===== config.mk =====
export PLATFORM = sky130hd
export DESIGN_NAME = bsm_monitor
export DESIGN_NICKNAME = d
export VERILOG_FILES = /design/src/inc/bsm_pkg.sv /design/src/verilog/bsm_monitor.sv /design/src/verilog/bsm_sync2.sv /design/src/verilog/bsm_tick.sv
export SDC_FILE = /design/constraint.sdc
export NUM_CORES = 1
export LEC_CHECK = 0
export ABC_AREA = 1
export BUFFER_PORTS_ARGS = -buffer_cell sky130_fd_sc_hd__buf_2
export CORE_AREA = 4 4 120 122
export CTS_CLUSTER_SIZE = 12
export DETAILED_ROUTE_END_ITERATION = 10
export DIE_AREA = 0 0 124 126
export PLACE_DENSITY = 0.8
export SYNTH_ARGS = -nofsm -noshare
export SYNTH_HDL_FRONTEND = slang
export SYNTH_SLANG_ARGS = --single-unit

===== constraint.sdc =====
create_clock -name ref_clk -period 2.36 [get_ports ref_clk]
set_input_delay 0.236 -clock ref_clk [delete_from_list [all_inputs] [get_ports ref_clk]]
set_output_delay 0.236 -clock ref_clk [all_outputs]
set_load 0.01 [all_outputs]

===== src/inc/bsm_pkg.sv =====
// Package of constants for the battery switchover monitor
package bsm_pkg;
	// ==========================================================
	// Register byte offsets on the AXI4-Lite slave
	localparam logic [7:0] BSM_CTRL_OFS = 8'h00;
	localparam logic [7:0] BSM_STATUS_OFS = 8'h04;
	localparam logic [7:0] BSM_TIME_OFS = 8'h08;
	localparam logic [7:0] BSM_V2B_OFS = 8'h0C;
	localparam logic [7:0] BSM_B2V_OFS = 8'h10;
	// ==========================================================
	// Control register fields
	localparam int BSM_CLR_BIT = 0;
	localparam int BSM_TSE_BIT = 1;
	localparam int BSM_BACKUP_TEMP_SENSE_ENABLE_BIT = 2;
	localparam int BSM_TRIP_LSB = 4;
	localparam int BSM_TRIP_W = 3;
	localparam logic [2:0] BSM_TRIP_MAX = 3'h5;
	localparam logic [2:0] BSM_TRIP_RST = 3'h0;
	// ==========================================================
	// Status register fields
	localparam int BSM_ST_TPF = 0;
	localparam int BSM_ST_LB2 = 1;
	localparam int BSM_ST_LB1 = 2;
	localparam int BSM_ST_BRN = 3;
	localparam int BSM_ST_BKP = 4;
	localparam int BSM_ST_TEMP = 5;
	localparam int BSM_ST_IFEN = 6;
	// ==========================================================
	// Timebase: 32.768 kHz tick derived from the 100 MHz clock
	localparam int BSM_CLK_HZ = 100000000;
	localparam int BSM_TICK_HZ = 32768;
	localparam int BSM_TICK_DIV = BSM_CLK_HZ / BSM_TICK_HZ;
	// AXI responses
	localparam logic [1:0] BSM_RESP_OKAY = 2'h0;
	localparam logic [1:0] BSM_RESP_SLVERR = 2'h2;
	// Mode state
	typedef enum logic [0:0] {BSM_MAIN = 1'b0, BSM_BACKUP = 1'b1} bsm_mode_t;
endpackage


===== src/verilog/bsm_monitor.sv =====
// Supply switchover monitor with timestamps, brownout and battery flags
module bsm_monitor
	import bsm_pkg::*;
#(
	parameter int TICK_DIV = BSM_TICK_DIV,
	parameter int TW = 32
) (
	// Clock and reset
	input wire logic ref_clk,
	input wire logic arst_n,
	// Analog comparator results (asynchronous)
	input wire logic cmp_below_backup,
	input wire logic cmp_above_backup,
	input wire logic cmp_below_trip,
	input wire logic cmp_above_trip_hys,
	input wire logic [5:0] cmp_brownout,
	input wire logic cmp_batt_below85,
	input wire logic cmp_batt_below75,
	input wire logic total_loss_seen,
	// Live time and date from the calendar
	input wire logic [TW-1:0] cur_time,
	// Mode and gating outputs
	output logic backup_mode,
	output logic serial_if_enable,
	output logic temp_sense_run,
	output logic batt_measure,
	// AXI4-Lite slave
	input wire logic [7:0] s_axi_awaddr,
	input wire logic s_axi_awvalid,
	output logic s_axi_awready,
	input wire logic [31:0] s_axi_wdata,
	input wire logic [3:0] s_axi_wstrb,
	input wire logic s_axi_wvalid,
	output logic s_axi_wready,
	output logic [1:0] s_axi_bresp,
	output logic s_axi_bvalid,
	input wire logic s_axi_bready,
	input wire logic [7:0] s_axi_araddr,
	input wire logic s_axi_arvalid,
	output logic s_axi_arready,
	output logic [31:0] s_axi_rdata,
	output logic [1:0] s_axi_rresp,
	output logic s_axi_rvalid,
	input wire logic s_axi_rready
);
	// ==========================================================
	// Elaboration checks
	if (TW < 1 || TW > 32) $error("TW must be 1..32");

	// ==========================================================
	// Timebase and synchronisers; the timebase never stops in backup
	logic tick;
	logic [12:0] cmp_s;
	bsm_tick #(.DIV(TICK_DIV)) u_tick (
		.ref_clk(ref_clk),
		.arst_n(arst_n),
		.tick(tick)
	);
	// Comparators pass two flops before any logic reads them
	bsm_sync2 #(.W(13)) u_sync (
		.ref_clk(ref_clk),
		.arst_n(arst_n),
		.d({total_loss_seen, cmp_batt_below75, cmp_batt_below85, cmp_brownout,
			cmp_above_trip_hys, cmp_below_trip, cmp_above_backup, cmp_below_backup}),
		.q(cmp_s)
	);
	logic below_bak, above_bak, below_trip, above_trip, b85, b75, loss_s;
	logic [5:0] brn_s;
	assign below_bak = cmp_s[0];
	assign above_bak = cmp_s[1];
	assign below_trip = cmp_s[2];
	assign above_trip = cmp_s[3];
	assign brn_s = cmp_s[9:4];
	assign b85 = cmp_s[10];
	assign b75 = cmp_s[11];
	assign loss_s = cmp_s[12];

	// ==========================================================
	// Registers
	bsm_mode_t mode_q;
	logic [TW-1:0] v2b_q, b2v_q;
	logic v2b_full_q;
	logic tse_q, backup_temp_sense_enable_q;
	logic [BSM_TRIP_W-1:0] trip_q;
	logic tpf_q, brn_q, lb1_q, lb2_q;
	logic meas_req_q;
	logic wr_go, clr_go, tse_go;
	logic [31:0] wd;

	// Mode transitions happen only on timebase ticks
	logic go_backup, go_main;
	assign go_backup = tick && mode_q == BSM_MAIN && below_bak && below_trip;
	assign go_main = tick && mode_q == BSM_BACKUP && (above_bak || above_trip);

	// Supply mode state machine
	always_ff @(posedge ref_clk or negedge arst_n)
	begin
		if (!arst_n)
			mode_q <= BSM_MAIN;
		else
		begin
			case (mode_q)
				BSM_MAIN: if (go_backup) mode_q <= BSM_BACKUP;
				BSM_BACKUP: if (go_main) mode_q <= BSM_MAIN;
				default: mode_q <= BSM_MAIN;
			endcase
		end
	end

	// Entry stamp: first entry kept until clear; capture beats clear
	always_ff @(posedge ref_clk or negedge arst_n)
	begin
		if (!arst_n)
		begin
			v2b_q <= '0;
			v2b_full_q <= 1'b0;
		end
		else if (go_backup && (!v2b_full_q || clr_go))
		begin
			v2b_q <= cur_time;
			v2b_full_q <= 1'b1;
		end
		else if (clr_go)
		begin
			v2b_q <= '0;
			v2b_full_q <= 1'b0;
		end
	end

	// Return stamp: always the most recent return
	always_ff @(posedge ref_clk or negedge arst_n)
	begin
		if (!arst_n)
			b2v_q <= '0;
		else if (go_main)
			b2v_q <= cur_time;
		else if (clr_go)
			b2v_q <= '0;
	end

	// Control bits; the host cannot write while in backup
	always_ff @(posedge ref_clk or negedge arst_n)
	begin
		if (!arst_n)
		begin
			tse_q <= 1'b0;
			backup_temp_sense_enable_q <= 1'b0;
			trip_q <= BSM_TRIP_RST;
		end
		else if (wr_go)
		begin
			tse_q <= wd[BSM_TSE_BIT];
			backup_temp_sense_enable_q <= wd[BSM_BACKUP_TEMP_SENSE_ENABLE_BIT];
			// Out-of-range level codes are clamped to the highest level
			trip_q <= (wd[BSM_TRIP_LSB +: BSM_TRIP_W] > BSM_TRIP_MAX) ? BSM_TRIP_MAX
				: wd[BSM_TRIP_LSB +: BSM_TRIP_W];
		end
	end

	// Brownout flag: set on selected level, cleared on a tick in main mode once that level is gone
	always_ff @(posedge ref_clk or negedge arst_n)
	begin
		if (!arst_n)
			brn_q <= 1'b0;
		else if (tick && brn_s[trip_q])
			brn_q <= 1'b1;
		else if (tick && !brn_s[trip_q] && mode_q == BSM_MAIN)
			brn_q <= 1'b0;
	end

	// Total power fail flag caught after reset release, cleared by clear bit
	always_ff @(posedge ref_clk or negedge arst_n)
	begin
		if (!arst_n)
			tpf_q <= 1'b0;
		else if (tick && loss_s)
			tpf_q <= 1'b1;
		else if (clr_go)
			tpf_q <= 1'b0;
	end

	// Battery measurement on enable write; frozen in backup
	always_ff @(posedge ref_clk or negedge arst_n)
	begin
		if (!arst_n)
		begin
			meas_req_q <= 1'b0;
			lb1_q <= 1'b0;
			lb2_q <= 1'b0;
		end
		else
		begin
			if (tse_go)
				meas_req_q <= 1'b1;
			else if (tick && mode_q == BSM_MAIN)
				meas_req_q <= 1'b0;
			if (meas_req_q && tick && mode_q == BSM_MAIN)
			begin
				lb1_q <= b85 || b75;
				lb2_q <= b75;
			end
		end
	end

	// ==========================================================
	// Outputs, all registered
	always_ff @(posedge ref_clk or negedge arst_n)
	begin
		if (!arst_n)
		begin
			backup_mode <= 1'b0;
			serial_if_enable <= 1'b1;
			temp_sense_run <= 1'b0;
			batt_measure <= 1'b0;
		end
		else
		begin
			backup_mode <= (mode_q == BSM_BACKUP);
			// Only the mode gates the interface, brownout does not
			serial_if_enable <= (mode_q == BSM_MAIN);
			temp_sense_run <= tse_q && (mode_q == BSM_MAIN || backup_temp_sense_enable_q);
			batt_measure <= meas_req_q;
		end
	end

	// ==========================================================
	// AXI4-Lite write path: either order; gated by the live mode so no access slips into backup
	logic aw_q, w_q, ws0_q;
	logic [7:0] awa_q;
	logic [31:0] wd_q;
	assign wd = wd_q;
	assign wr_go = aw_q && w_q && !s_axi_bvalid && ws0_q && mode_q == BSM_MAIN && (awa_q == BSM_CTRL_OFS);
	assign clr_go = wr_go && wd[BSM_CLR_BIT];
	assign tse_go = wr_go && wd[BSM_TSE_BIT];
	always_ff @(posedge ref_clk or negedge arst_n)
	begin
		if (!arst_n)
		begin
			aw_q <= 1'b0;
			w_q <= 1'b0;
			awa_q <= 8'h00;
			wd_q <= 32'h00000000;
			ws0_q <= 1'b0;
			s_axi_awready <= 1'b0;
			s_axi_wready <= 1'b0;
			s_axi_bvalid <= 1'b0;
			s_axi_bresp <= BSM_RESP_OKAY;
		end
		else
		begin
			s_axi_awready <= !aw_q && !s_axi_awready && s_axi_awvalid;
			s_axi_wready <= !w_q && !s_axi_wready && s_axi_wvalid;
			if (s_axi_awvalid && s_axi_awready)
			begin
				aw_q <= 1'b1;
				awa_q <= s_axi_awaddr;
			end
			if (s_axi_wvalid && s_axi_wready)
			begin
				w_q <= 1'b1;
				wd_q <= s_axi_wdata;
				ws0_q <= s_axi_wstrb[0];
			end
			if (aw_q && w_q && !s_axi_bvalid)
			begin
				s_axi_bvalid <= 1'b1;
				// Host access refused while on backup supply
				s_axi_bresp <= (mode_q != BSM_MAIN || awa_q != BSM_CTRL_OFS) ? BSM_RESP_SLVERR
					: BSM_RESP_OKAY;
				aw_q <= 1'b0;
				w_q <= 1'b0;
			end
			else if (s_axi_bvalid && s_axi_bready)
				s_axi_bvalid <= 1'b0;
		end
	end

	// ==========================================================
	// AXI4-Lite read path
	logic [31:0] rmux;
	always_comb
	begin
		rmux = 32'h00000000;
		case (s_axi_araddr)
			BSM_CTRL_OFS: rmux = {25'h0, trip_q, 1'b0, backup_temp_sense_enable_q, tse_q, 1'b0};
			BSM_STATUS_OFS: rmux = {25'h0, serial_if_enable, temp_sense_run,
				mode_q == BSM_BACKUP, brn_q, lb1_q, lb2_q, tpf_q};
			BSM_TIME_OFS: rmux = 32'(cur_time);
			BSM_V2B_OFS: rmux = 32'(v2b_q);
			BSM_B2V_OFS: rmux = 32'(b2v_q);
			default: rmux = 32'h00000000;
		endcase
	end
	logic rd_ok;
	assign rd_ok = (s_axi_araddr == BSM_CTRL_OFS) || (s_axi_araddr == BSM_STATUS_OFS)
		|| (s_axi_araddr == BSM_TIME_OFS) || (s_axi_araddr == BSM_V2B_OFS) || (s_axi_araddr == BSM_B2V_OFS);
	always_ff @(posedge ref_clk or negedge arst_n)
	begin
		if (!arst_n)
		begin
			s_axi_arready <= 1'b0;
			s_axi_rvalid <= 1'b0;
			s_axi_rdata <= 32'h00000000;
			s_axi_rresp <= BSM_RESP_OKAY;
		end
		else
		begin
			s_axi_arready <= s_axi_arvalid && !s_axi_arready && !s_axi_rvalid;
			if (s_axi_arvalid && s_axi_arready)
			begin
				s_axi_rvalid <= 1'b1;
				s_axi_rdata <= (mode_q == BSM_MAIN && rd_ok) ? rmux : 32'h00000000;
				s_axi_rresp <= (mode_q == BSM_MAIN && rd_ok) ? BSM_RESP_OKAY : BSM_RESP_SLVERR;
			end
			else if (s_axi_rvalid && s_axi_rready)
				s_axi_rvalid <= 1'b0;
		end
	end
endmodule // bsm_monitor


===== src/verilog/bsm_sync2.sv =====
// Two flip-flop synchroniser for a bus of asynchronous levels
module bsm_sync2 #(
	parameter int W = 1
) (
	// Clock and reset
	input wire logic ref_clk,
	input wire logic arst_n,
	// Data
	input wire logic [W-1:0] d,
	output logic [W-1:0] q
);
	// ==========================================================
	// Storage
	if (W < 1) $error("W must be at least 1");
	logic [W-1:0] meta_q;
	// First stage feeds only the second stage
	always_ff @(posedge ref_clk or negedge arst_n)
	begin
		if (!arst_n)
		begin
			meta_q <= '0;
			q <= '0;
		end
		else
		begin
			meta_q <= d;
			q <= meta_q;
		end
	end
endmodule // bsm_sync2


===== src/verilog/bsm_tick.sv =====
// Divider that makes the one-cycle timebase enable pulse
module bsm_tick #(
	parameter int DIV = 3051
) (
	// Clock and reset
	input wire logic ref_clk,
	input wire logic arst_n,
	// Enable pulse
	output logic tick
);
	// ==========================================================
	// Counter
	if (DIV < 2 || DIV > 65536) $error("DIV must be 2..65536");
	logic [15:0] cnt_q;
	localparam logic [15:0] LAST = 16'(DIV - 1);
	always_ff @(posedge ref_clk or negedge arst_n)
	begin
		if (!arst_n)
		begin
			cnt_q <= 16'h0000;
			tick <= 1'b0;
		end
		else
		begin
			tick <= (cnt_q == LAST);
			cnt_q <= (cnt_q == LAST) ? 16'h0000 : cnt_q + 16'h0001;
		end
	end
endmodule // bsm_tick


Word level (Yosys, flattened, before mapping)
Cells that the tools add are included.
{"block": "totals", "ff_bits": 182, "input_bits": 104, "out_inout_bits": 45, "wordCells": 133}
{"block": "classes", "n_addsub": 1, "order_cmp": 2, "n_eq_ne": 5, "n_mux": 29, "bitwise_logic": 1, "reduce_logical": 62}
{"op": "$pmux 32 s5", "count": 1}
{"op": "$mux 32", "count": 4}
{"op": "$logic_and 1x1->1", "count": 32}
{"op": "$mux 1", "count": 18}
{"op": "$reduce_bool 2->1", "count": 9}
{"op": "$add 16x1->16 const B", "count": 1}
{"op": "$eq 16x12->1 const B", "count": 1}
{"op": "$eq 8x4->1 const B", "count": 2}
{"op": "$logic_not 8->1", "count": 2}
{"op": "$mux 16", "count": 1}
{"op": "$logic_not 1->1", "count": 9}
{"op": "$logic_or 1x1->1", "count": 9}
{"op": "$eq 8x3->1 const B", "count": 1}
{"op": "$eq 8x5->1 const B", "count": 1}
{"op": "$reduce_bool 8->1", "count": 1}
{"op": "$lt 3x4->1 const B", "count": 1}
{"op": "$mux 2", "count": 2}
{"op": "$bmux 1 s3", "count": 1}
{"op": "$gt 3x3->1 const B", "count": 1}
{"op": "$mux 3", "count": 1}
{"op": "$pmux 1 s2", "count": 1}
{"op": "$not 1->1", "count": 1}

Logic depth before layout (Yosys ltp)
Gate-level depths: netlist (run 1).
{"block": "logic_depth", "ltp_word": 9, "mapped_depth": 10, "mapped_depth_nobuf": 9}

Cells and area by module
From an unflattened synthesis (run 1), not the netlist that was laid out.
{"block": "hier_totals", "cells_unflattened": 932, "area_unflattened_um2": 7973.9}
{"mod": "bsm_monitor", "instances": 1, "cells_per_inst": 778, "area_per_inst_um2": 6372.4, "seq_area_each_um2": 3404.5}
{"mod": "bsm_tick", "instances": 1, "cells_per_inst": 128, "area_per_inst_um2": 950.9, "seq_area_each_um2": 425.4}
{"mod": "bsm_sync2", "instances": 1, "cells_per_inst": 26, "area_per_inst_um2": 650.6, "seq_area_each_um2": 650.6}

Worst setup path before layout (run 1)
No wires, ideal clock.
{"block": "synth_path", "path_kind": "register -> register", "start": "register u_tick.cnt_q[0]", "end": "register u_tick.cnt_q[12]", "setup_ns": 0.120, "t_arrival_ns": 1.235, "t_required_ns": 2.240, "path_slack_ns": 1.006, "stages_incl_launch_ff": 9, "path_buffers": 0, "period_less_slack_ns": 1.354, "path_cell_list": "dfrtp_1 ha_1 nand4_1 nor2_1 nand2_1 inv_1 nand2_1 o21ai_0 inv_1"}
{"block": "synth_between", "elab_chain_len": 2, "elab_cells_between_ends": 3, "cone_classes": "1 x add/sub; 1 x eq/ne; 1 x mux"}
{"item": "start, declared", "line": "bsm_tick.sv:14", "text": "logic [15:0] cnt_q;"}
{"item": "start signal, assigned", "line": "bsm_tick.sv:26", "text": "cnt_q <= (cnt_q == LAST) ? 16'h0000 : cnt_q + 16'h0001;"}
{"item": "$add 16x1->16 / $eq 16x12->1 (equally long branches)", "line": "bsm_tick.sv:26"}
{"item": "$mux 16 (*)", "line": "bsm_tick.sv:26"}
Every way passes the cells marked *; elsewhere a longest branch is shown, timed or not.
A chain may end at the register's enable or synchronous reset.

Final worst setup path (run 1)
{"block": "layout_path", "start": "register awa_q[7]", "end": "register v2b_q[25]"}
{"block": "layout_between", "elab_chain_len": 6, "elab_cells_between_ends": 7, "cone_classes": "1 x mux; 6 x reduce/logical"}
{"item": "start, declared", "line": "bsm_monitor.sv:229", "text": "logic [7:0] awa_q;"}
{"item": "start signal, assigned", "line": "bsm_monitor.sv:256", "text": "awa_q <= s_axi_awaddr;"}
{"item": "$logic_not 8->1 (*)", "line": "bsm_monitor.sv:232", "text": "assign wr_go = aw_q && w_q && !s_axi_bvalid && ws0_q && mode_q == BSM_MAIN && (awa_q == BSM_CTRL_OFS);"}
{"item": "$logic_and 1x1->1 (*)", "line": "bsm_monitor.sv:232"}
{"item": "$logic_and 1x1->1 (*)", "line": "bsm_monitor.sv:233", "text": "assign clr_go = wr_go && wd[BSM_CLR_BIT];"}
{"item": "$logic_or 1x1->1", "line": "bsm_monitor.sv:118", "text": "else if (go_backup && (!v2b_full_q || clr_go))"}
{"item": "$logic_and 1x1->1", "line": "bsm_monitor.sv:118"}
{"item": "$mux 32 / $reduce_bool 2->1 (equally long branches)"}
{"item": "end signal, assigned", "line": "bsm_monitor.sv:120", "text": "v2b_q <= cur_time;"}
{"item": "end, declared", "line": "bsm_monitor.sv:81", "text": "logic [TW-1:0] v2b_q, b2v_q;"}
Marked as above.

==> summary.md, run 1 <==
| Metric | Value |
|---|---|
| Status | finished, final reports clean |
| VDD IR max | 0.560 mV |
| Depth of the CTS H-tree | 4 |
| CP max stage cell | nand2_4 |
| Drt pass-1 iters | 5 |
| Die width | 124 um |
| Global-route wire length before repair | 32700 um |
| Unrepaired setup endpoints after global routing | no |
| Post-Route WL | 19400 um |
| Core box area | 13200 um^2 |
| Post_cts resized | 0 |
| Number of synthesized register bits | 179 |
| DRC viols | 0 |
| Delay-heaviest family, CP | simple AND/OR/NAND/NOR gates |
| GPL Wtd Cong | 0.861 |
| Slew Viols, Final | 0 |
| Crit path max fanout | 33 |
| Final net count | 1154 |
| Sum of negative setup slack | 0 ns |
| Hold WS | 0.0123 ns |
| Dominant cells by area after synthesis | dfrtp_1 (57%), nand2_1 (15%), nand3_1 (11%), o211ai_1 (3.3%), inv_1 (2.3%) |
| Post-route insts no fill | 1238 |
| Most frequent cells in the layout | nand2_1 (318), dfrtp_1 (178), nand3_1 (169) |
| Hold_buf cts | 23 |
| CTS tree | done |
| Required time worst endpoint | 2.73 ns |
| Routed Antenna Nets | 0 |
| Layout cells sized above 1 | 17.7% |
| PwrDens | 816 nW/um^2 |
| Yosys cell types | 35 |
| Clock transition at path regs | 0.07 ns |
| Fmax | 526 MHz |
| Yosys warnings | 0 |
| Number of global-route vias before repair | 6740 |
| Gr usage total | 26.5% |
| Setup crit start kind | flip-flop |
| Worst hold path class | in2reg |
| Crit. End Element | flip-flop |
| Most common cell after layout, fill and taps aside | nand2_1 |
| Initial DRC Count | 669 |
| Placed Cells | 1182 |
| Fill cells | 1024 |
| Yosys top cell area share | 56.6% |
| Synth-to-layout area growth | 19.6% |
| Final setup fails | 0 |
| Initial Util | 59.7% |
| Final Power | 7.68 mW |
| Avg Inst Size Synth | 8.61 um^2 |
| Vias | 6816 |
| Mapped Cells | 915 |
| Die ar. | 15600 um^2 |
| WP data arrival | 2.27 ns |
| Final Hold Fails | 0 |
| Worst Path Class, Setup | reg2reg |
| Period utilization | 80.6% |
| I/O Buffers | 117 |
| Slew margin rel. | 48.9% |
| Worst skew pair latency | 0.43 ns |
| Crit path time final | 1.90 ns |
| Clk root buf | clkbuf_16 |
| WP buf/inv | 0 |
| Skew final | 0.0104 ns |
| CP max stage delay | 0.43 ns |
| Worst Tran Pin Value | 0.766 ns |
| Post-synthesis sequential area ratio | 56.9% |
| Max-cap viol count | 0 |
| DP HPWL | 12400 um |
| Area of the mapped netlist | 7880 um^2 |
| CTS Buf Count | 17 |
| Setup bufs post-CTS | 0 |
| Static leakage | 4.69 nW |
| Row Count | 42 |
| Per-cell routed wire length | 15.7 um |
| Vias per cell | 5.51 |
| Io pins | 149 |
| Total grt overflow | 0 |
| Crit-path cells | nor2_1 > nand2_1 > nor2_1 > nand3_4 > nand2_4 > nand3_1 > nand2_1 |
| Initial antenna violation count | 1 |
| Die height | 126 um |
| Longest Clk Path Bufs | 2 |
| Sink Count | 179 |
| Largest net degree at the start of global routing | 71 |
| Synth area leader | dfrtp_1 |
-- cell type report --
| cell class | count | area, um^2 | area share [%] |
|---|---|---|---|
| flip-flops and latches | 179 | 4480 | 47.6 |
| multi-input cells | 634 | 2950 | 31.3 |
| well taps | 176 | 220 | 2.34 |
| repair buffers | 160 | 1010 | 10.7 |
| inverters | 56 | 210 | 2.23 |
| clock inverters | 14 | 120 | 1.28 |
| clock buffers | 18 | 429 | 4.56 |
| diodes | 1 | 2.50 | 0.0266 |
-- cells in the mapped netlist --
cell and number:
dfrtp_1 178, clkinv_1 2, clkbuf_1 17, buf_6 3, nor2_4 1, nand3_4 1
nand2_1 318, nand3_2 2, nor2_2 2, nor3_4 1, nor3_1 5, buf_2 21
mux2_2 1, o2bb2ai_1 1, a21oi_1 6, nand2_2 2, o21a_1 1, nand2_4 1
nand4_1 6, dfstp_2 1, buf_4 6, xnor2_1 2, o211ai_1 35, inv_2 5
o2111ai_1 1, nor2_1 36, nand3_1 169, o21ai_0 29, xor2_1 3, ha_1 2
or2_2 1, nor3b_1 2, o21bai_1 4, inv_1 49, conb_1 1
-- sequential cells by signal (all words and copies together) (netlist names), 3 cells and up --
name,flops
awa_q,8
b2v_q,32
u_tick.cnt_q,16
u_sync.q,13
u_sync.meta_q,13
wd,6
trip_q,3
s_axi_rdata,32
v2b_q,32
-- worst register-to-register path: stages (launching register included) --
cell     delay (ns)
dfrtp_1        0.39
nor2_1         0.11
nand2_1        0.10
nor2_1         0.26
nand3_4        0.31
nand2_4        0.44
nand3_1        0.14
nand2_1        0.09
-- per-stage QoR --
step           area, um^2  utilization [%]  setup slack, ns
2_1_floorplan        7880                -             1.01
3_3_place_gp         8640             65.5            0.514
3_5_place_dp         8640             65.5            0.476
4_1_cts              9420             71.4            0.444
5_1_grt              9420             71.4            0.297
6_report             9420             71.4            0.458
-- worst paths after layout --
check | endpoint | slack (ns) | startpoint | depth (start not counted)
worst min register to register | u_sync.q[2]$_DFF_PN0_ | 0.35 | u_sync.meta_q[2]$_DFF_PN0_ | 0
max in group asynchronous | u_tick.cnt_q[7]$_DFF_PN0_ | 1.35 | arst_n | 3
worst min-delay path | awa_q[4]$_DFFE_PN0P_ | 0.01 | s_axi_awaddr[4] | 3
min in group asynchronous | awa_q[7]$_DFFE_PN0P_ | 0.33 | arst_n | 2
worst max register to register | v2b_q[25]$_DFFE_PN0P_ | 0.46 | awa_q[7]$_DFFE_PN0P_ | 7
worst max-delay path | v2b_q[25]$_DFFE_PN0P_ | 0.46 | awa_q[7]$_DFFE_PN0P_ | 7
-- power breakdown --
group	total, mW	internal, mW	switching (mW)	leakage [nW]
Combinational	1.05	0.452	0.598	2.36
Sequential	4.00	3.65	0.346	2.06
Clock	2.63	1.38	1.25	0.262
Total	7.68	5.48	2.20	4.69
-- metal layers --
metal  vias up  global-route usage, %  part of all wire, %
li1       3258                      -                    -
met5         -                      0                0.046
met1      3276                   35.4                   42
met4         2                   8.44                  1.6
met3        30                   6.23                  6.9
met2       250                   43.0                   50
-- logic make-up (layout without fill, tap and decap cells) --
| kind of cell | count (synthesis) | in the layout | share of synthesized area, % |
|---|---|---|---|
| other | 1 | 3 | 0.0476 |
| buffers and inverters | 103 | 248 | 5.82 |
| adders and majority gates | 2 | 2 | 0.318 |
| muxes | 1 | 1 | 0.143 |
| xor gates and xnor gates | 5 | 5 | 0.556 |
| AOI/OAI and AO/OA | 77 | 77 | 6.26 |
| and+or+nand+nor | 547 | 547 | 30.0 |
| DFF | 179 | 179 | 56.9 |
No activity file was read; power rests on OpenSTA's default activity.
==> inputs of run 2 (changes only) <==
Settings changed: ABC_AREA 1 to 0, CORE_AREA 4 4 120 122 to 4 4 122 124, DIE_AREA 0 0 124 126 to 0 0 126 128, PLACE_DENSITY 0.8 to 0.74.
Clock period 2.36 ns to 1.9 ns, I/O delays scaled along.
==> run 2 against run 1 <==
Against the previous run: the run now ends with negative setup slack left; via count is 18% lower; cell count fell by 21%; synthesized cell count shrank 33%; worst setup slack worse by 0.68 ns; first-iteration DRC count decreased by 57%; final area grew 1.4%; synthesized area shrank 5.9%; count of clock-buffer cells in the layout is 6 higher; register-to-register slack worse by 0.68 ns; wire length is 7.8% lower; combinational power about the same; flip-flop and latch count is the same; critical path type unchanged; critical endpoint is now v2b_q[6]$_DFFE_PN0P_.
==> summary.md, run 2 <==
| Metric | Value |
|---|---|
| Number of global-route vias before repair | 5831 (-13%) |
| PwrDens | 907 nW/um^2 (+11%) |
| Count leader, synth | dfrtp_1 |
| Final net count | 891 (-23%) |
| Post-synthesis sequential area ratio | 60.4% (+3.5 points) |
| DRC viols | 0 (unchanged) |
| Skew final | 0.00825 ns (-0.00211 ns) |
| Sum of negative setup slack | -10.06 ns (-10.06 ns) |
| Vias per cell | 5.68 (+3.2%) |
| Regs by FF count | b2v_q x32, s_axi_rdata x32, v2b_q x32 |
| Slew Viols, Final | 0 (unchanged) |
| Static leakage | 4.57 nW (-2.5%) |
| Met2 routed WL | 9530 um (-1.2%) |
| Initial Util | 53.8% (-5.9 points) |
| Status | complete, but fails checks |
| Post-route insts no fill | 978 (-21%) |
| Metal-1 WL | 7290 um (-10%) |
| I/O Buffers | 117 (unchanged) |
| Post-synth top cells | dfrtp_1 (178), nand2_1 (86), o21ai_0 (50), mux2i_1 (34), a22o_1 (30) |
| Worst hold path class | in2reg |
| Worst skew pair latency | 0.42 ns (about the same) |
| CTS tree | done |
| Worst slack at placement | -0.202 ns (-0.679 ns) |
| Setup slack, reg-to-reg | -0.23 ns (-0.68 ns) |
| Largest net degree at the start of global routing | 62 (-13%) |
| Routed wl met3 | 907 um (-33%) |
| Required time worst endpoint | 2.26 ns (-0.47 ns) |
| Clock transition at path regs | 0.06 ns (about the same) |
| Failing checks | negative setup slack |
| Yosys cell types | 55 (+57%) |
| Yosys top cell area share | 60.1% (+3.5 points) |
| Synth-to-layout area growth | 28.8% |
| Crit. End Element | flip-flop |
| Io pins | 149 (unchanged) |
| Initial DRC Count | 285 (-57%) |
| Routed Antenna Nets | 0 (unchanged) |
| Crit path time final | 2.13 ns (+0.224 ns) |
| CTS Buf Count | 17 (unchanged) |
| Die height | 128 um (+1.6%) |
| Top sig layer | met5 |
| Fill cells | 992 (-3.1%) |
| Gr usage total | 22.8% (-3.7 points) |
| Longest Clk Path Bufs | 2 (unchanged) |
| Async S/R FF share, synth | 100% (unchanged) |
| Per-cell routed wire length | 18.3 um (+17%) |
| Crit path max fanout | 32 (-3.0%) |
| Global-route wire length before repair | 29300 um (-11%) |
| Sink Count | 179 (unchanged) |
| Drt pass-1 iters | 4 (-1) |
| Max-cap viol count | 0 (unchanged) |
| VDD IR max | 0.680 mV (+21%) |
| Core box area | 13800 um^2 (+4.4%) |
| Synth Flop Type | dfrtp_1 |
| Placed Cells | 904 (-24%) |
| DP HPWL | 11400 um (-7.9%) |
| PnR worst setup slack | -0.226 ns (-0.684 ns) |
| Mapped Cells | 611 (-33%) |
| Dominant cells by area after synthesis | dfrtp_1 (60%), mux2i_1 (4.6%), nand2_1 (4.4%), a22o_2 (3.8%), mux2_2 (3.6%) |
| Total grt overflow | 0 (unchanged) |
| Yosys warnings | 0 (unchanged) |
| Post-Route WL | 17900 um (-7.8%) |
| Row Count | 43 (+2.4%) |
| Post-synth EDFFs | 0 (unchanged) |
| Multi-input logic area | 2850 um^2 (-3.3%) |
| Final setup fails | 71 (+71) |
| Avg Inst Size Synth | 12.1 um^2 (+41%) |
| Die ar. | 16100 um^2 (+3.2%) |
| Unrepaired setup endpoints after global routing | yes |
| Most frequent cells in the layout | dfrtp_1 (178), buf_2 (116), nand2_1 (86) |
| Area of the mapped netlist | 7410 um^2 (-5.9%) |
| Depth of the CTS H-tree | 4 (unchanged) |
| Fmax | 470 MHz (-11%) |
| Setup crit start kind | flip-flop |
| WP data arrival | 2.49 ns (+0.22 ns) |
| Initial antenna violation count | 2 (+1) |
| Layout cells sized above 1 | 34.2% (+16 points) |
| Ant. Diodes | 0 (-1) |
| Period utilization | 112% (+31 points) |
| Vias | 5557 (-18%) |
| Synth area leader | dfrtp_1 |
| Die width | 126 um (+1.6%) |
| Most common cell after layout, fill and taps aside | dfrtp_1 |
| Worst Path Class, Setup | reg2reg |
| Final Hold Fails | 0 (unchanged) |
| FF+latch area | 4480 um^2 (unchanged) |
| Hold WS | 0.00668 ns (-0.00561 ns) |
| Clk root buf | clkbuf_16 |
| Number of synthesized register bits | 179 (unchanged) |
| GPL Wtd Cong | 0.858 (-0.36%) |
[run 2: cells by family (layout without fill, tap and decap cells)]
family,Yosys count,after routing,synth area share [%]
fa+ha+maj,2,2,0.337
compound gates,161,161,16.5
flops,179,179,60.4
other cells,1,2,0.0506
xor+xnor,9,9,1.06
simple gates,155,155,10.2
mux,59,59,8.54
buf+inv,45,231,2.85
[run 2: layout make-up]
class / instances / share of cell area (%)
Sequential cell: 179 / 46.9
Multi-Input combinational cell: 388 / 29.8
Timing Repair Buffer: 191 / 14.7
Clock buffer: 24 / 5.04
Tap cell: 180 / 2.36
Clock inverter: 8 / 0.812
Inverter: 8 / 0.314
[run 2: repair_timing]
| action | 4_1_cts | 5_1_grt |
|---|---|---|
| cloned | 2 | 1 |
| hold endpoints to repair | 72 | 0 |
| pin swaps | 9 | 18 |
| endpoints found under the setup margin | 71 | 72 |
| buffers inserted | 3 | 2 |
| hold buffers | 34 | 0 |
| resized for setup | 40 | 20 |
[run 2: critical path, stage by stage, from the launching register on]
cell and delay (ns):
dfrtp_1 0.37, or4_4 0.54, or4_4 0.58, a21oi_4 0.17
buf_12 0.22, a22o_2 0.16
[run 2: power breakdown]
group          switching, mW  total [mW]  internal (mW)
clock                   1.39        3.30           1.91
combinational          0.487        1.03          0.542
sequential             0.203        4.33           4.13
[run 2: worst paths after layout]
path / to / depth (start not counted) / start
worst min-delay path: b2v_q[13]$_DFFE_PN0P_ / 3 / cur_time[13]
worst max-delay path: v2b_q[6]$_DFFE_PN0P_ / 5 / awa_q[3]$_DFFE_PN0P_
max in group asynchronous: u_tick.cnt_q[9]$_DFF_PN0_ / 3 / arst_n
worst max register to register: v2b_q[6]$_DFFE_PN0P_ / 5 / awa_q[3]$_DFFE_PN0P_
worst min register to register: u_sync.q[8]$_DFF_PN0_ / 0 / u_sync.meta_q[8]$_DFF_PN0_
min in group asynchronous: s_axi_rdata[13]$_DFFE_PN0P_ / 2 / arst_n
[run 2: layer usage]
metal  vias to the layer above  track usage, %
met4                         4            7.19
met5                         -               0
met3                        16            5.04
met1                      2828            28.4
met2                       152            39.9
li1                       2557               -
[run 2: through the flow]
stage,instance area (um^2),power [mW],utilization [%]
after floorplan,7420,4.82,-
after global placement,8390,5.23,60.9
after detailed placement,8390,5.29,60.9
after CTS,9440,8.67,68.5
after global routing,9550,9.03,69.3
final,9550,8.66,69.3
==> inputs of run 3 (changes only) <==
Settings changed: RECOVER_POWER set to 25, REMOVE_ABC_BUFFERS set to 1.
==> run 3 against run 2 <==
Against the previous run: final area is 3.3% higher; first-iteration DRC count is 60% higher; count of clock-buffer cells in the layout is 4 lower; hold slack better by 0.0045 ns; combinational power is 6% higher; maximum frequency is 2.5% lower; wire length is 12% higher; critical path depth is 2 higher; sequential power hardly changed; the run still ends with negative setup slack left; utilization is 2.3 points higher; sequential share of layout area is 1.5 points lower; die area stayed put.
==> summary.md, run 3 (same netlist as run 2, synthesis figures left out) <==
| Metric | Value |
|---|---|
| Static leakage | 4.70 nW (+2.7%) |
| Required time worst endpoint | 2.26 ns (about the same) |
| WP data arrival | 2.54 ns (+0.05 ns) |
| DP HPWL | 11500 um (+1.1%) |
| Sum of negative setup slack | -12.27 ns (-2.21 ns) |
| Vias | 5795 (+4.3%) |
| Clk root buf | clkbuf_16 |
| Slew Viols, Final | 0 (unchanged) |
| Final core occ | 71.6% (+2.3 points) |
| Longest Clk Path Bufs | 2 (unchanged) |
| DRC viols | 0 (unchanged) |
| Crit path max fanout | 16 (-50%) |
| Initial antenna violation count | 1 (-1) |
| Depth of the CTS H-tree | 4 (unchanged) |
| Gr usage total | 24.7% (+1.9 points) |
| VDD IR max | 0.772 mV (+14%) |
| Drt pass-1 iters | 5 (+1) |
| Slew margin rel. | 4.39% |
| Period utilization | 115% (+2.9 points) |
| Row Count | 43 (unchanged) |
| Regs by FF count | b2v_q x32, s_axi_rdata x32, v2b_q x32 |
| I/O Buffers | 117 (unchanged) |
| Clock transition at path regs | 0.07 ns (about the same) |
| Final net count | 897 (+0.67%) |
| CP max stage delay | 0.56 ns (-0.02 ns) |
| Sink Count | 179 (unchanged) |
| CTS Buf Count | 17 (unchanged) |
| Routed Antenna Nets | 0 (unchanged) |
| Global-route wire length before repair | 31400 um (+7.1%) |
| Die ar. | 16100 um^2 (unchanged) |
| Largest net degree at the start of global routing | 55 (-11%) |
| Crit. End Element | flip-flop |
| Worst Path Class, Setup | reg2reg |
| Worst skew pair latency | 0.43 ns (about the same) |
| Io pins | 149 (unchanged) |
| Core box area | 13800 um^2 (unchanged) |
| Crit path time final | 2.18 ns (+0.0551 ns) |
| Skew final | 0.00579 ns (-0.00246 ns) |
| Worst hold path class | in2reg |
| Synth-to-layout area growth | 33.1% |
| Unrepaired setup endpoints after global routing | yes |
| Final Power | 9.31 mW (+7.5%) |
| Initial DRC Count | 457 (+60%) |
| Final Hold Fails | 0 (unchanged) |
| Fmax | 459 MHz (-2.5%) |
| Final setup fails | 70 (-1.4%) |
| Delay-heaviest family, CP | simple AND/OR/NAND/NOR gates |
| Most common cell after layout, fill and taps aside | dfrtp_1 |
| GPL Wtd Cong | 0.815 (-5.0%) |
| Number of global-route vias before repair | 5986 (+2.7%) |
| Total grt overflow | 0 (unchanged) |
| CP max stage cell | or4_4 |
| WP buf/inv | 3 (+2) |
| Cell repeated most along the worst path | or4_4 |
| Failing checks | negative setup slack |
| Max-cap viol count | 0 (unchanged) |
| Vias per cell | 5.88 (+3.5%) |
| PwrDens | 943 nW/um^2 (+4.0%) |
| Worst Tran Pin Value | 1.43 ns |
| Most frequent cells in the layout | dfrtp_1 (178), buf_2 (115), nand2_1 (86) |
| Setup crit start kind | flip-flop |
| Post-Route WL | 20000 um (+12%) |
| PnR worst setup slack | -0.281 ns (-0.0551 ns) |
| Per-cell routed wire length | 20.3 um (+11%) |
| Die height | 128 um (unchanged) |
| Crit-path cells | or4_4 > buf_6 > or4_4 > a21oi_4 > buf_4 > buf_12 > a22o_2 |
| Status | complete, but fails checks |
| Layout cells sized above 1 | 36.1% (+1.9 points) |
| CTS tree | done |
| Die width | 126 um (unchanged) |
| Initial Util | 53.8% (unchanged) |
==> run 3: cell types whose count changed in the layout (fill, tap and decap cells not counted), moves of 4 or more <==
cell	before	now
o21ai_0	26	17
o21ai_2	23	30
buf_4	25	21
bufinv_16	1	5
==> run 3: path summary, 6_finish.rpt <==
kind | startpoint | slack [ns] | end | cells past startpoint
max | awa_q[3]$_DFFE_PN0P_ | -0.28 | v2b_q[15]$_DFFE_PN0P_ | 7
min | cur_time[22] | 0.01 | b2v_q[22]$_DFFE_PN0P_ | 3
max reg2reg | awa_q[3]$_DFFE_PN0P_ | -0.28 | v2b_q[15]$_DFFE_PN0P_ | 7
min reg2reg | u_sync.meta_q[9]$_DFF_PN0_ | 0.35 | u_sync.q[9]$_DFF_PN0_ | 0
max in group asynchronous | arst_n | 0.33 | serial_if_enable$_DFF_PN1_ | 3
min in group asynchronous | arst_n | 0.65 | s_axi_rdata[10]$_DFFE_PN0P_ | 2
==> run 3: layout make-up <==
cell class	count	area [um^2]
Fill cell	951	3910
Timing Repair Buffer	197	1540
Tap cell	180	225
Inverter	8	30.0
Clock buffer	20	457
Antenna cell	1	2.50
Multi-Input combinational cell	388	2930
Clock inverter	12	203
Sequential cell	179	4480
==> run 3: per-layer routing <==
metal	track usage, %	up-vias	part of all wire [%]
met5	0	-	0
met4	10.5	0	3.8
met3	4.79	51	5.9
met2	42.6	224	51
met1	30.6	2945	39
li1	-	2575	-
==> run 3: repair_timing <==
item                                   CTS  global route
setup endpoints to repair               69           101
gates resized for setup                 22            72
endpoints found under the hold margin   85             0
hold buffers                            35             0
setup buffers                            9             2
pin swaps                                6            29
cloned                                   4             3
==> run 3: tightest hold or removal path, cell delays in order <==
cell	delay, ns
buf_2	0.10
nand2_1	0.06
o21ai_2	0.05
==> run 3: report_power, final <==
part / leakage (nW) / internal [mW] / switching [mW] / total, mW
combinational: 2.18 / 0.571 / 0.514 / 1.09
sequential: 2.21 / 4.13 / 0.225 / 4.35
clock: 0.309 / 2.41 / 1.46 / 3.87
==> run 3: stage by stage <==
stage,hold slack [ns],setup WS [ns],std cells,instance area (um^2)
finish,0.0112,-0.281,985,9870
detailed placement,0.194,-0.223,902,8390
CTS,0.00109,-0.213,982,9640
global placement,0.188,-0.198,902,8390
global route,0.00722,-0.346,985,9870
floorplan,-0.106,-0.829,575,7240
